===== src/include/cia_pkg.sv =====
// Constants and register map for the processor acknowledge block
package cia_pkg;
    // Register offsets on the plain register port
    localparam logic [7:0]  CTRL_OFS        = 8'h00;  // Control: enable, ack control
    localparam logic [7:0]  SPLIT_OFS       = 8'h08;  // priority_split_point
    localparam logic [7:0]  ACK_OFS         = 8'h0C;  // interrupt_acknowledge
    localparam logic [7:0]  EVT_STAT_OFS    = 8'h10;  // Event status, clear on read
    localparam logic [7:0]  EVT_MASK_OFS    = 8'h14;  // Event mask
    localparam logic [7:0]  ALIAS_SPLIT_OFS = 8'h1C;  // aliased_nonsecure_split_point
    // Sizes
    localparam int          NUM_IRQ         = 32;     // Sources handled here
    localparam int          NUM_SGI         = 16;     // IDs below this are software irqs
    localparam int          ID_W            = 10;     // Interrupt number width
    localparam int          PRIO_W          = 8;      // Priority width
    localparam int          CORE_W          = 3;      // Source core field width
    // Acknowledge word layout
    localparam int          ACK_ID_LSB      = 0;      // acknowledged_irq_number [9:0]
    localparam int          ACK_CORE_LSB    = 10;     // source_core_number [12:10]
    // Split point field
    localparam int          SPLIT_W         = 3;      // Field [2:0]
    localparam logic [2:0]  SPLIT_MIN       = 3'h2;   // Implementation minimum, reset value
    // Control register bits
    localparam int          CTRL_EN_BIT     = 0;      // Signalling enable
    localparam int          CTRL_SECURE_ACK_OF_NONSECURE_CTRL_BIT = 1;      // secure_ack_of_nonsecure_ctrl
    localparam logic [1:0]  CTRL_RESET      = 2'h0;
    // Event bits
    localparam int          EVT_VALID_BIT   = 0;      // Valid acknowledge taken
    localparam int          EVT_SPUR_BIT    = 1;      // Spurious id returned
    localparam logic [1:0]  EVT_RESET       = 2'h0;
    // Special identifiers
    localparam logic [9:0]  ID_SPURIOUS     = 10'h3FF; // 1023
    localparam logic [9:0]  ID_SEC_ONLY     = 10'h3FE; // 1022
endpackage : cia_pkg


===== src/core/cia_ack_split.sv =====
// Acknowledge register and priority split point of one processor interface
// Notes on behaviour
// - 3-bit split divides priority into group, sub
// - Split writes clamp to minimum; reset loads minimum
// - Lower priority value means more urgent
// - Secure accesses reach non-secure split via alias
// - Acknowledge word: id [9:0], core [12:10]
// - Core field is requesting interface number, binary
// - Core field zero for non-software interrupts
// - One acknowledge register for both security states
// - Acknowledge read returns top pending id
// - Returns 1023 when disabled or nothing sufficient
// - Request drops when source leaves; read gives 1023
// - Secure mismatch gives 1023, or 1022 without ack control
// - Valid acknowledge moves to active or active-pending
// - Pending kept only for asserted level source
// - Shared interrupt may reach several readers; software locks
module cia_ack_split (
    // Clock and reset
    input  wire logic                                        mclk,
    input  wire logic                                        rst,
    // Register port
    input  wire logic [7:0]                                  regAddr,
    input  wire logic [31:0]                                 regWdata,
    input  wire logic                                        regWr,
    input  wire logic                                        regRd,
    input  wire logic                                        regSecure,
    output logic      [31:0]                                 regRdata,
    // Distributor side
    input  wire logic [cia_pkg::NUM_IRQ-1:0]                 irqPending,
    input  wire logic [cia_pkg::NUM_IRQ*cia_pkg::PRIO_W-1:0] irqPriority,
    input  wire logic [cia_pkg::NUM_IRQ-1:0]                 irqSecure,
    input  wire logic [cia_pkg::NUM_IRQ-1:0]                 irqLevelHigh,
    input  wire logic [cia_pkg::NUM_SGI*cia_pkg::CORE_W-1:0] sgiSourceCore,
    // Priority context from mask and running priority logic
    input  wire logic [cia_pkg::PRIO_W-1:0]                  priorityMask,
    input  wire logic [cia_pkg::PRIO_W-1:0]                  runningPriority,
    // Acknowledge effect towards the distributor
    output logic                                             ackStrobe,
    output logic      [cia_pkg::ID_W-1:0]                    ackId,
    output logic                                             ackStillPending,
    // Processor request and event interrupt
    output logic                                             cpuIrqReq,
    output logic                                             eventIrq
);
    // Winner of the pending scan
    logic                         bestValid;
    logic [cia_pkg::ID_W-1:0]     bestId;
    logic [cia_pkg::PRIO_W-1:0]   bestPrio;
    logic                         bestSecure;

    // Control and split state
    logic [1:0]                   ctrl_r, ctrl_nxt;          // Enable, ack control
    logic [2:0]                   splitSec_r, splitSec_nxt;  // Secure copy
    logic [2:0]                   splitNs_r, splitNs_nxt;    // Non-secure copy
    logic [1:0]                   evtStat_r, evtStat_nxt;    // Sticky events
    logic [1:0]                   evtMask_r, evtMask_nxt;    // Event mask
    // Read and acknowledge outputs
    logic [31:0]                  rdata_r, rdata_nxt;
    logic                         ackStrobe_r, ackStrobe_nxt;
    logic [cia_pkg::ID_W-1:0]     ackId_r, ackId_nxt;
    logic                         ackPend_r, ackPend_nxt;
    logic                         irqReq_r, irqReq_nxt;

    // Decision helpers
    logic [2:0]                   splitUsed;      // Split applied to the winner
    logic                         sufficient;     // Winner may be signalled
    logic [cia_pkg::ID_W-1:0]     answerId;       // Id an acknowledge would see
    logic [cia_pkg::CORE_W-1:0]   answerCore;     // Source core an acknowledge sees
    logic                         answerValid;    // Answer is a real interrupt
    logic                         ackRead;        // Acknowledge read this cycle

    // Clamp a written split value to the implementation minimum
    function automatic logic [2:0] clampSplit(input logic [2:0] v);
        clampSplit = (v < cia_pkg::SPLIT_MIN) ? cia_pkg::SPLIT_MIN : v;
    endfunction : clampSplit

    // Group part of a priority: bits above the split point
    function automatic logic [7:0] groupOf(input logic [7:0] prio, input logic [2:0] split);
        logic [3:0] keep;
        keep    = 4'(split) + 4'h1;
        groupOf = prio & (8'hFF << keep);
    endfunction : groupOf

    // Pending scan
    cia_top_finder u_finder (
        .irqPending  (irqPending),
        .irqPriority (irqPriority),
        .irqSecure   (irqSecure),
        .bestValid   (bestValid),
        .bestId      (bestId),
        .bestPrio    (bestPrio),
        .bestSecure  (bestSecure)
    );

    // Sufficiency and the answer an acknowledge read would return
    always_comb begin
        // Each security state preempts by its own split copy
        splitUsed  = bestSecure ? splitSec_r : splitNs_r;
        // Below the mask and preempting the running group
        sufficient = ctrl_r[cia_pkg::CTRL_EN_BIT] && bestValid &&
                     (bestPrio < priorityMask) &&
                     (groupOf(bestPrio, splitUsed) <
                      groupOf(runningPriority, splitUsed));
        answerId    = cia_pkg::ID_SPURIOUS;
        answerCore  = '0;
        answerValid = 1'b0;
        if (!sufficient) begin
            // Disabled or nothing worth signalling
            answerId = cia_pkg::ID_SPURIOUS;
        end else if (bestSecure && !regSecure) begin
            // Non-secure reader must not see a secure id
            answerId = cia_pkg::ID_SPURIOUS;
        end else if (!bestSecure && regSecure && !ctrl_r[cia_pkg::CTRL_SECURE_ACK_OF_NONSECURE_CTRL_BIT]) begin
            // Secure reader told a non-secure one waits
            answerId = cia_pkg::ID_SEC_ONLY;
        end else begin
            answerId    = bestId;
            answerValid = 1'b1;
            // Source core only for software irqs
            if (bestId < cia_pkg::ID_W'(cia_pkg::NUM_SGI)) begin
                answerCore = sgiSourceCore[bestId[3:0]*cia_pkg::CORE_W +: cia_pkg::CORE_W];
            end else begin
                answerCore = '0;
            end
        end
    end

    // Same acknowledge offset for both security states, no banking
    assign ackRead = regRd && (regAddr == cia_pkg::ACK_OFS);

    // Register writes, clear-on-read events and read data
    always_comb begin
        ctrl_nxt     = ctrl_r;
        splitSec_nxt = splitSec_r;
        splitNs_nxt  = splitNs_r;
        evtMask_nxt  = evtMask_r;
        evtStat_nxt  = evtStat_r;
        rdata_nxt    = '0;
        if (regWr) begin
            unique case (regAddr)
                cia_pkg::CTRL_OFS: begin
                    ctrl_nxt = regWdata[1:0];
                end
                cia_pkg::SPLIT_OFS: begin
                    // Banked by the security of the access
                    if (regSecure) begin
                        splitSec_nxt = clampSplit(regWdata[2:0]);
                    end else begin
                        splitNs_nxt = clampSplit(regWdata[2:0]);
                    end
                end
                cia_pkg::ALIAS_SPLIT_OFS: begin
                    // Alias lets a secure-only core set non-secure grouping
                    if (regSecure) begin
                        splitNs_nxt = clampSplit(regWdata[2:0]);
                    end
                end
                cia_pkg::EVT_MASK_OFS: begin
                    evtMask_nxt = regWdata[1:0];
                end
                default: begin
                    // Acknowledge and status are read only
                end
            endcase
        end
        if (regRd) begin
            unique case (regAddr)
                cia_pkg::CTRL_OFS: begin
                    rdata_nxt = {30'h0, ctrl_r};
                end
                cia_pkg::SPLIT_OFS: begin
                    rdata_nxt = {29'h0, regSecure ? splitSec_r : splitNs_r};
                end
                cia_pkg::ALIAS_SPLIT_OFS: begin
                    rdata_nxt = regSecure ? {29'h0, splitNs_r} : 32'h0;
                end
                cia_pkg::ACK_OFS: begin
                    rdata_nxt = {19'h0, answerCore, answerId};
                end
                cia_pkg::EVT_STAT_OFS: begin
                    rdata_nxt   = {30'h0, evtStat_r};
                    evtStat_nxt = 2'h0;
                end
                cia_pkg::EVT_MASK_OFS: begin
                    rdata_nxt = {30'h0, evtMask_r};
                end
                default: begin
                    rdata_nxt = 32'h0;
                end
            endcase
        end
        // New events set after the clear, so a same-cycle event survives
        if (ackRead && answerValid) begin
            evtStat_nxt[cia_pkg::EVT_VALID_BIT] = 1'b1;
        end
        if (ackRead && !answerValid) begin
            evtStat_nxt[cia_pkg::EVT_SPUR_BIT] = 1'b1;
        end
    end

    // Acknowledge side effect and the processor request
    always_comb begin
        ackStrobe_nxt = 1'b0;
        ackId_nxt     = ackId_r;
        ackPend_nxt   = ackPend_r;
        // Level follows sufficiency, so a withdrawn source drops it
        irqReq_nxt    = sufficient;
        if (ackRead && answerValid) begin
            // Tell the distributor: pending to active
            ackStrobe_nxt = 1'b1;
            ackId_nxt     = answerId;
            // Still-asserted level source stays pending as well
            ackPend_nxt   = irqLevelHigh[bestId[4:0]];
            // Drop the request at once so the core does not see it twice
            irqReq_nxt    = 1'b0;
        end
    end

    // State registers
    always_ff @(posedge mclk) begin
        if (rst) begin
            ctrl_r      <= cia_pkg::CTRL_RESET;
            splitSec_r  <= cia_pkg::SPLIT_MIN;
            splitNs_r   <= cia_pkg::SPLIT_MIN;
            evtStat_r   <= cia_pkg::EVT_RESET;
            evtMask_r   <= cia_pkg::EVT_RESET;
            rdata_r     <= 32'h0;
            ackStrobe_r <= 1'b0;
            ackId_r     <= '0;
            ackPend_r   <= 1'b0;
            irqReq_r    <= 1'b0;
        end else begin
            ctrl_r      <= ctrl_nxt;
            splitSec_r  <= splitSec_nxt;
            splitNs_r   <= splitNs_nxt;
            evtStat_r   <= evtStat_nxt;
            evtMask_r   <= evtMask_nxt;
            rdata_r     <= rdata_nxt;
            ackStrobe_r <= ackStrobe_nxt;
            ackId_r     <= ackId_nxt;
            ackPend_r   <= ackPend_nxt;
            irqReq_r    <= irqReq_nxt;
        end
    end

    // Outputs; shared interrupts may be handed to several cores, no lock here
    assign regRdata        = rdata_r;
    assign ackStrobe       = ackStrobe_r;
    assign ackId           = ackId_r;
    assign ackStillPending = ackPend_r;
    assign cpuIrqReq       = irqReq_r;
    assign eventIrq        = |(evtStat_r & evtMask_r);
endmodule : cia_ack_split


===== src/core/cia_top_finder.sv =====
// Finds the most urgent pending interrupt among all sources
module cia_top_finder (
    // Source state
    input  wire logic [cia_pkg::NUM_IRQ-1:0]                irqPending,
    input  wire logic [cia_pkg::NUM_IRQ*cia_pkg::PRIO_W-1:0] irqPriority,
    input  wire logic [cia_pkg::NUM_IRQ-1:0]                irqSecure,
    // Winner
    output logic                                            bestValid,
    output logic      [cia_pkg::ID_W-1:0]                   bestId,
    output logic      [cia_pkg::PRIO_W-1:0]                 bestPrio,
    output logic                                            bestSecure
);
    // Linear scan; lowest value wins, lowest id breaks ties
    always_comb begin
        bestValid  = 1'b0;
        bestId     = '0;
        bestPrio   = '1;
        bestSecure = 1'b0;
        for (int i = 0; i < cia_pkg::NUM_IRQ; i++) begin
            // Strictly lower value is higher priority; keeps earlier id on ties
            if (irqPending[i] && (!bestValid ||
                irqPriority[i*cia_pkg::PRIO_W +: cia_pkg::PRIO_W] < bestPrio)) begin
                bestValid  = 1'b1;
                bestId     = cia_pkg::ID_W'(i);
                bestPrio   = irqPriority[i*cia_pkg::PRIO_W +: cia_pkg::PRIO_W];
                bestSecure = irqSecure[i];
            end
        end
    end
endmodule : cia_top_finder


===== config.mk =====
export PLATFORM = sky130hd
export DESIGN_NAME = cia_ack_split
export DESIGN_NICKNAME = d
export VERILOG_FILES = /design/src/include/cia_pkg.sv /design/src/core/cia_ack_split.sv /design/src/core/cia_top_finder.sv
export SDC_FILE = /design/constraint.sdc
export NUM_CORES = 1
export LEC_CHECK = 0
export ABC_CLOCK_PERIOD_IN_PS = 63200
export BUFFER_PORTS_ARGS = -buffer_cell sky130_fd_sc_hd__buf_2
export CAP_MARGIN = 20
export CORE_AREA = 2 2 194 196
export CTS_BUF_LIST = sky130_fd_sc_hd__clkbuf_8
export CTS_CLUSTER_DIAMETER = 50
export CTS_CLUSTER_SIZE = 30
export DETAILED_ROUTE_END_ITERATION = 12
export DIE_AREA = 0 0 196 198
export PLACE_DENSITY_LB_ADDON = 0.3
export SYNTH_ARGS = -nofsm -noshare
export SYNTH_HDL_FRONTEND = slang
export SYNTH_HIERARCHICAL = 1
export SYNTH_SLANG_ARGS = --single-unit

===== constraint.sdc =====
create_clock -name mclk -period 63.2 [get_ports mclk]
set_clock_uncertainty 0.05 [all_clocks]
set_input_delay 0 -clock mclk [delete_from_list [all_inputs] [get_ports mclk]]
set_output_delay 0 -clock mclk [all_outputs]
set_load 0.05 [all_outputs]

* Word level (Yosys, flattened, before mapping) *
Cells that the tools add are included.

storage, ports and cells
  register bits = 57
  input port bits = 461
  output and inout port bits = 46
  logic and storage cells = 335

cells by class
  add/subtract/negate cells = 1
  multipliers = 1
  $lt $le $gt $ge = 36
  equality and inequality tests = 7
  shift-type cells = 2
  muxes and demuxes = 152
  bitwise logic cells = 4
  reduce and logical (&&, ||, !) cells = 121

operators with widths
  cell                   number
  $lt A8 B8 Y1           33
  $mux W8                32
  $mux W5                16
  $pmux W13 S6           1
  $mux W1                72
  $shiftx A48 B7 Y3      1
  $mux W3                14
  $logic_and A1 B1 Y1    40
  $logic_not A1 Y1       35
  $mux W4                8
  $logic_or A1 B1 Y1     31
  $mux W10               3
  $eq A8 B5 Y1 const B   3
  $and A8 B8 Y8          2
  $eq A8 B4 Y1 const B   2
  $lt A10 B5 Y1 const B  1
  $reduce_bool A2 Y1     5
  $logic_not A8 Y1       1
  $mux W2                4
  $reduce_and A2 Y1      4
  $shl A8 B4 Y8 const A  1
  $lt A5 B6 Y1 const B   1
  $mul A4 B2 Y6 const B  1
  $pmux W3 S2            1
  other kinds (9)        12

* Logic depth before layout (Yosys ltp) *
Gate-level depths: netlist of run 1.

  word-level depth = 136
  gate-level depth with buffers = 377
  gate-level depth less buffers = 345

* Modules after synthesis *
Netlist of run 1, hierarchy kept.

modules (own cells, without submodules)
  module          instances  cells each  area each (sq um)  sequential area each (sq um)
  cia_top_finder  1          1774        11756.3            0.0
  cia_ack_split   1          308         2884.0             760.7

* Worst setup path after synthesis of run 1 *
OpenSTA, ideal clock, no wires.

  kind = input-to-reg
  start = in irqPending[0] in the netlist's numbering
  end = reg ackId_r, in the netlist ackId[2]
  setup time = 117 ps
  data arrival time = 60383 ps
  required time = 63033 ps
  path slack = 2651 ps
  cell stages on the path = 355
  buffers on the path = 32
  cells stage by stage = clkinv_1 nor2_1 ha_1 a21oi_1 o2111a_1 o311ai_4 and2_1 buf_4 clkbuf_1 nand2_1 o21ai_0 ha_1 a21o_1 a211oi_1 o21ai_0 a21o_1 nor2_1 a21o_1 (+319 left out) o211ai_1 nand2_1 a41oi_2 mux2_2 buf_6 mux2_2 ha_1 xnor2_2 a21oi_1 and2_1 ha_1 a211oi_1 o22ai_1 nor3_1 and4_4 a21oi_2 buf_6 a22o_1

on the way
  cells in the longest elaborated chain, start to end = 133
  elaborated cells on any way between the ends = 269
  classes of those cells = add/sub: 1; order compare: 33; shift: 1; mux: 131; bitwise: 2; reduce/logical: 101

ends and longest elaborated chain
  item                                              RTL line                                    RTL
  from (decl)                                       cia_ack_split.sv:30                         input wire logic [cia_pkg::NUM_IRQ-1:0] irqPending,
  $mux W8 or $mux W1 (tied branches)                cia_top_finder.sv:21                        if (irqPending[i] && (!bestValid ||
  $lt A8 B8 Y1 or $logic_not A1 Y1 (tied branches)  cia_top_finder.sv:22, cia_top_finder.sv:21
  $logic_or A1 B1 Y1                                cia_top_finder.sv:21
  $logic_and A1 B1 Y1                               cia_top_finder.sv:21
  $mux W8 or $mux W1 (tied branches)                cia_top_finder.sv:21
  $lt A8 B8 Y1 or $logic_not A1 Y1 (tied branches)  cia_top_finder.sv:22, cia_top_finder.sv:21
  $logic_or A1 B1 Y1                                cia_top_finder.sv:21
  $logic_and A1 B1 Y1                               cia_top_finder.sv:21
  (+117 left out)                                   n/a
  named net bestSecure                              cia_ack_split.sv:50                         logic bestSecure;
  $mux W3                                           cia_ack_split.sv:99                         splitUsed = bestSecure ? splitSec_r : splitNs_r;
  $add A3 B1 Y4                                     cia_ack_split.sv:81                         keep = 4'(split) + 4'h1;
  $shl A8 B4 Y8                                     cia_ack_split.sv:82                         groupOf = prio & (8'hFF << keep);
  $and A8 B8 Y8                                     cia_ack_split.sv:82
  $lt A8 B8 Y1                                      cia_ack_split.sv:103                        (groupOf(bestPrio, splitUsed) <
  $logic_and A1 B1 Y1                               cia_ack_split.sv:102                        (bestPrio < priorityMask) &&
  $mux W1                                           cia_ack_split.sv:108                        if (!sufficient) begin
  $logic_and A1 B1 Y1                               cia_ack_split.sv:209                        if (ackRead && answerValid) begin
  to (signal assigned)                              cia_ack_split.sv:241                        ackId_r <= ackId_nxt;
  to (decl)                                         cia_ack_split.sv:61                         logic [cia_pkg::ID_W-1:0] ackId_r, ackId_nxt;

Mark *: on every way through the listed nets, which the timed path passes. The rest lies on a longest branch.
A chain may end at the register's enable or synchronous reset.

* Final worst setup path of run 1 *
  start = in irqPending[0] in the netlist's numbering
  end = reg ackId_r, in the netlist ackId[0]

The elaborated chain is that of the path after synthesis.

==> results of run 1 <==
cell type report:
type / count / area [µm²] / area share [%]
inverter: 204 / 769 / 3.93
timing repair buffer: 701 / 4180 / 21.4
tap: 474 / 593 / 3.03
antenna: 31 / 77.6 / 0.396
clock buffer: 6 / 82.6 / 0.422
multi-input combinational: 1788 / 13000 / 66.7
sequential: 38 / 761 / 3.89
clock inverter: 2 / 60.1 / 0.307
worst min path at each step:
| stage | end | depth (start not counted) |
|---|---|---|
| after global placement | evtMask_r[0]$_SDFFE_PP0P_ | 3 |
| after detailed placement | ctrl_r[0]$_SDFFE_PP0P_ | 3 |
| after CTS | splitNs_r[0]$_SDFFE_PP0P_ | 2 |
| final | splitNs_r[0]$_SDFFE_PP0P_ | 2 |
| after floorplan | splitSec_r[1]$_SDFFE_PP1P_ | 1 |
| after global routing | ctrl_r[1]$_SDFFE_PP0P_ | 2 |
per-stage QoR:
step                      TNS [ns]  std cells  hold WS (ns)  area, µm²
final                            0       3244        0.0181      19600
after floorplan                  0       2104        0.0444      14700
after global routing         -4.50       3240        0.0219      19600
after CTS                        0       3178       0.00299      18900
after global placement           0       3164         0.226      18700
after detailed placement         0       3164         0.241      18700
layer usage:
metal  vias up  wire (µm)  global-route usage [%]  part of all wire, %
met5         -         14                       0                0.025
met4         2       2080                    12.1                  3.7
met3       113       3380                    3.44                  6.0
met2       633      27200                    46.7                   49
met1      8443      23300                    31.7                   42
li1       9045          -                       -                    -
cell usage after synthesis, types with 23 or more instances:
cell / count / area [µm²]
inv_1: 203 / 762
nand2_1: 200 / 751
nor2_1: 192 / 721
ha_1: 176 / 2200
a21oi_1: 165 / 826
o21ai_0: 146 / 731
mux2i_1: 89 / 891
a21o_1: 62 / 465
nand3_1: 47 / 235
nand4_1: 42 / 263
dfxtp_1: 38 / 761
nor2b_1: 36 / 225
nor3_1: 36 / 180
buf_4: 29 / 218
mux2_2: 29 / 327
and2_1: 27 / 169
nand2b_1: 27 / 169
clkbuf_1: 25 / 93.8
and3_1: 23 / 144
what timing repair did:
action,CTS,global route
resized for setup,0,82
endpoints found under the hold margin,7,0
setup endpoints to repair,0,28
hold buffers,6,0
buffers inserted,0,32
state kept, by name, summed over array words and instances (netlist names):
register	flops
ackStillPending	1
ackId	10
cpuIrqReq	1
splitSec_r	3
evtStat_r	2
ctrl_r	2
splitNs_r	3
evtMask_r	2
regRdata	13
ackStrobe	1
logic make-up after synthesis:
group                    share of synthesized area [%]
XOR/XNOR                                         0.650
other                                           0.0513
buffers and inverters                             8.44
multiplexers                                      12.2
AND/OR/NAND/NOR                                   25.0
adder cells (fa/ha/maj)                           15.8
AO/OA/AOI/OAI                                     32.7
flip-flops                                        5.20
==> impl_metrics.csv, run 1 <==
group,metric,value,unit
worst_setup_path,ff2ff_path_depth,13,
worst_setup_path,crit_slowest_cell,"or4_1",
grt,grt_max_degree,17,
sta,finalSetupViolCount,0,
sta,relSlewSlack,45.7,%
worst_setup_path,crit_fanout,15,
sta,hold_viol_final,0,
worst_setup_path,startpoint_type,"input port",
sta,worst_pin_slew,0.806,ns
worst_setup_path,worstSetupEndpoint,"ackId[0]$_SDFFE_PP0P_",
worst_setup_path,crit_type,"in2reg",
worst_setup_path,r2r_start,"splitSec_r[1]$_SDFFE_PP1P_",
worst_setup_path,critPathRequiredTime,63.33,ns
synthesis,ys.warnings.count,6,
place,dpl_worst_slack,0.101,ns
worst_hold_path,min_from,"rst",
sta,max_freq,0.0168,GHz
place,dp_hpwl,47900,µm
route,post-route-drc-count,0,
synthesis,synth_cells,2082,
cts,clock_sinks,38,
worst_setup_path,r2r_end,"ackId[0]$_SDFFE_PP0P_",
route,avgRoutedWirePerCell,17.2,µm
finish,final_cell_mix,"buf_2, buf_4, inv_1",
cts,root_buffer,"clkbuf_8",
cts,htree_levels,2,
finish,mostFrequentLayoutCell,"buf_2",
route,wl,55900,µm
synthesis,async_flop_share,0,%
worst_setup_path,worstPathArrival,59.51,ns
worst_hold_path,hold_path.class,"in2reg",
cts,cts_max_path_buffers,2,
die,pin_count,507,
finish,nets,3375,
cts,cts_buffers,5,
synthesis,ys_seq_area_share,5.20,%
finish,drive_gt1_share,33.4,%
grt,grt_pass1_wl,84400,µm
finish,area.growth.synth_to_final,33.7,%
synthesis,ys_ff_latch,38,
finish,nFillCells,3659,
sta,period_needed,59.37,ns
route,vias,18236,
worst_setup_path,worst-path-stages,336,
sta,post-route-period-util,93.9,%
worst_setup_path,cpMostUsedCell,"ha_1",
sta,final_max_slew_viol_count,0,
route,firstDrtPassIters,6,
die,placementRows,71,
finish,fin_util,53.0,%
route,drtIter0Drc,1020,
run,maxCapViolCount,0,
place,place_congestion,0.947,
grt,grt_pass1_vias,16887,
grt,grt-ovfl-total,0,
cts,clk_pin_slew,0.08,ns
worst_setup_path,critPathLaunch,"irqPending[0]",
worst_setup_path,worst-path-buf-inv,42,
grt,antenna_found_initial,32,
die,dieArea,0.0388,mm²
synthesis,avgSynthCellArea,7.03,µm²
route,via_per_inst,5.62,
die,design.core.area,0.0370,mm²
worst_setup_path,regToRegSetupSlack,60.04,ns
grt,grt_usage,26.4,%
die,dieWidth,196,µm
worst_setup_path,cpPeakStageDelay,0.55,ns
route,antenna_left,0,
worst_setup_path,end_kind,"flop",
sta,fin_ws,3.83,ns
worst_setup_path,cp_top_family,"compound AO/OA/AOI/OAI gates",
synthesis,synth_edf_count,0,
synthesis,synth_cell_types,127,
die,dieHeight,198,µm
synthesis,netlist_area,0.0146,mm²
cts,cts_tree,"built",
status,status,"finished, final reports clean",
die,initial_core_util,39.6,%
synthesis,synth_flop_cell,"dfxtp_1",
cts,clkLatencyLatePin,0.29,ns
place,portBuffers,458,
Power of run 1 is left out: the tool's default activity adds up to more than one toggle a clock period on the data nets, which glitch-free logic cannot reach.
==> run 2: changes to the inputs <==
--- a/config.mk
+++ b/config.mk
@@ -5,7 +5,7 @@
 export SDC_FILE = /design/constraint.sdc
 export NUM_CORES = 1
 export LEC_CHECK = 0
-export ABC_CLOCK_PERIOD_IN_PS = 63200
+export ABC_CLOCK_PERIOD_IN_PS = 64099
 export BUFFER_PORTS_ARGS = -buffer_cell sky130_fd_sc_hd__buf_2
 export CAP_MARGIN = 20
 export CORE_AREA = 2 2 194 196
==> constraint.sdc (replaced) <==
create_clock -name mclk -period 64.1 [get_ports mclk]
set_clock_uncertainty 0.05 [all_clocks]
set_input_delay 0 -clock mclk [delete_from_list [all_inputs] [get_ports mclk]]
set_output_delay 0 -clock mclk [all_outputs]
set_load 0.05 [all_outputs]
==> run 2 against run 1 <==
Sequential share of layout area is 0.069 points higher. First-iteration DRC count is 8.1% lower. Die area stayed put. Critical path depth is 2 higher. Non-clock buffer count is 35 lower. Final area is 1.7% lower. Utilization is 0.92 points lower. Critical endpoint unchanged.
==> impl_metrics.csv, run 2 (synthesis gave the netlist of run 1 again) <==
group,metric,value,unit
finish,multi_input_area,0.0130,mm²
sta,hold-worst-slack,0.0666,ns
worst_setup_path,cpMostUsedCell,"a21o_1",
route,post-route-drc-count,0,
route,firstDrtPassIters,5,
status,status,"finished, final reports clean",
route,wl,55400,µm
grt,grt_max_degree,22,
worst_setup_path,crit_slowest_cell,"or4_1",
route,antenna_left,0,
cts,clkLatencyLatePin,0.29,ns
cts,htree_levels,2,
sta,fin_ws,3.86,ns
place,place_congestion,0.943,
finish,area.growth.synth_to_final,31.3,%
grt,grt_usage,26.3,%
sta,finalSetupViolCount,0,
finish,largest_reg_flops,13,
cts,clk_pin_slew,0.07,ns
run,maxCapViolCount,0,
sta,final_max_slew_viol_count,0,
die,placementRows,71,
finish,drive_gt1_share,32.1,%
route,via_per_inst,5.66,
die,pin_count,507,
place,dpl_worst_slack,-0.0537,ns
sta,post-route-period-util,94.0,%
finish,final_cell_mix,"buf_2, inv_1, nand2_1",
grt,grt_pass1_wl,84300,µm
finish,final-seq-area,761,µm²
sta,max_freq,0.0166,GHz
die,dieArea,0.0388,mm²
place,portBuffers,458,
worst_setup_path,crit_fanout,18,
grt,antenna_found_initial,26,
route,drtIter0Drc,937,
cts,cts_buffers,5,
die,dieHeight,198,µm
worst_setup_path,startpoint_type,"input port",
cts,root_buffer,"clkbuf_8",
sta,relSlewSlack,42.2,%
die,dieWidth,196,µm
die,design.core.area,0.0370,mm²
worst_setup_path,cpPeakStageDelay,0.54,ns
cts,clock_sinks,38,
worst_setup_path,crit_type,"in2reg",
route,vias,18158,
place,dp_hpwl,47600,µm
cts,cts_max_path_buffers,2,
grt,grt-ovfl-total,0,
worst_setup_path,critPathRequiredTime,64.23,ns
worst_setup_path,worstPathArrival,60.37,ns
worst_setup_path,end_kind,"flop",
route,avgRoutedWirePerCell,17.3,µm
grt,grt_pass1_vias,17056,
finish,nets,3341,
sta,period_needed,60.24,ns
finish,nFillCells,3672,
finish,mostFrequentLayoutCell,"buf_2",
sta,worst_pin_slew,0.860,ns
sta,hold_viol_final,0,
die,initial_core_util,39.6,%
cts,cts_tree,"built",
worst_hold_path,hold_path.class,"in2reg",
-- run 2: cell types whose count changed in the layout (fill, tap and decap cells not counted), moves of 3 or more --
| cell | delta |
|---|---|
| mux2i_2 | -3 |
| mux2i_1 | +3 |
| o21ai_0 | -4 |
| nor2_1 | +4 |
| a21oi_2 | +3 |
| buf_4 | -37 |
-- run 2: metrics by stage --
step / util, % / std cells / setup TNS (ns) / instance area (µm²)
floorplan: - / 2104 / 0 / 14700
CTS: 50.7 / 3160 / 0 / 18700
global route: 52.0 / 3202 / -5.92 / 19200
finish: 52.0 / 3207 / 0 / 19200
global placement: 50.3 / 3146 / 0 / 18600
detailed placement: 50.3 / 3146 / -0.102 / 18600
-- run 2: worst max-delay path, delay by kind of cell --
family	cells	cell delay (ns)
adders and majority gates	33	9.15
buffers and inverters	41	5.19
xor gates and xnor gates	1	0.13
muxes	15	3.99
and+or+nand+nor	95	14.21
AOI/OAI and AO/OA	153	27.49
-- run 2: worst paths after layout --
path	slack, ns	endpoint	cells after the start	startpoint
max	3.86	ackId[0]$_SDFFE_PP0P_	338	irqPending[0]
min	0.07	regRdata[1]$_SDFF_PP0_	3	regRd
max reg2reg	60.92	ackId[0]$_SDFFE_PP0P_	13	splitSec_r[1]$_SDFFE_PP1P_
min reg2reg	0.42	ackId[0]$_SDFFE_PP0P_	1	ackId[0]$_SDFFE_PP0P_
-- run 2: layer usage --
metal  wire, µm  vias to the layer above  GRT usage, %  share of wire (%)
li1           -                     8989             -                  -
met1      23000                     8414          31.8                 41
met5          0                        -             0                  0
met4       1900                        0          9.96                3.4
met2      26900                      657          47.8                 49
met3       3640                       98          2.93                6.6
-- run 2: cell type report --
type | instances | share of cell area [%]
Antenna cell | 29 | 0.377
Sequential cell | 38 | 3.96
Tap cell | 474 | 3.08
Multi-Input combinational cell | 1789 | 67.7
Clock inverter | 2 | 0.0521
Timing Repair Buffer | 666 | 20.4
Inverter | 204 | 4.00
Clock buffer | 5 | 0.358
-- run 2: what timing repair did --
item | in CTS | in global routing
hold buffers | 7 | 0
endpoints found under the setup margin | 1 | 28
pin swaps | 0 | 6
hold endpoints to repair | 7 | 0
cloned | 0 | 3
resized for setup | 1 | 75
setup buffers | 0 | 14
Power of run 2 is left out for the same reason.
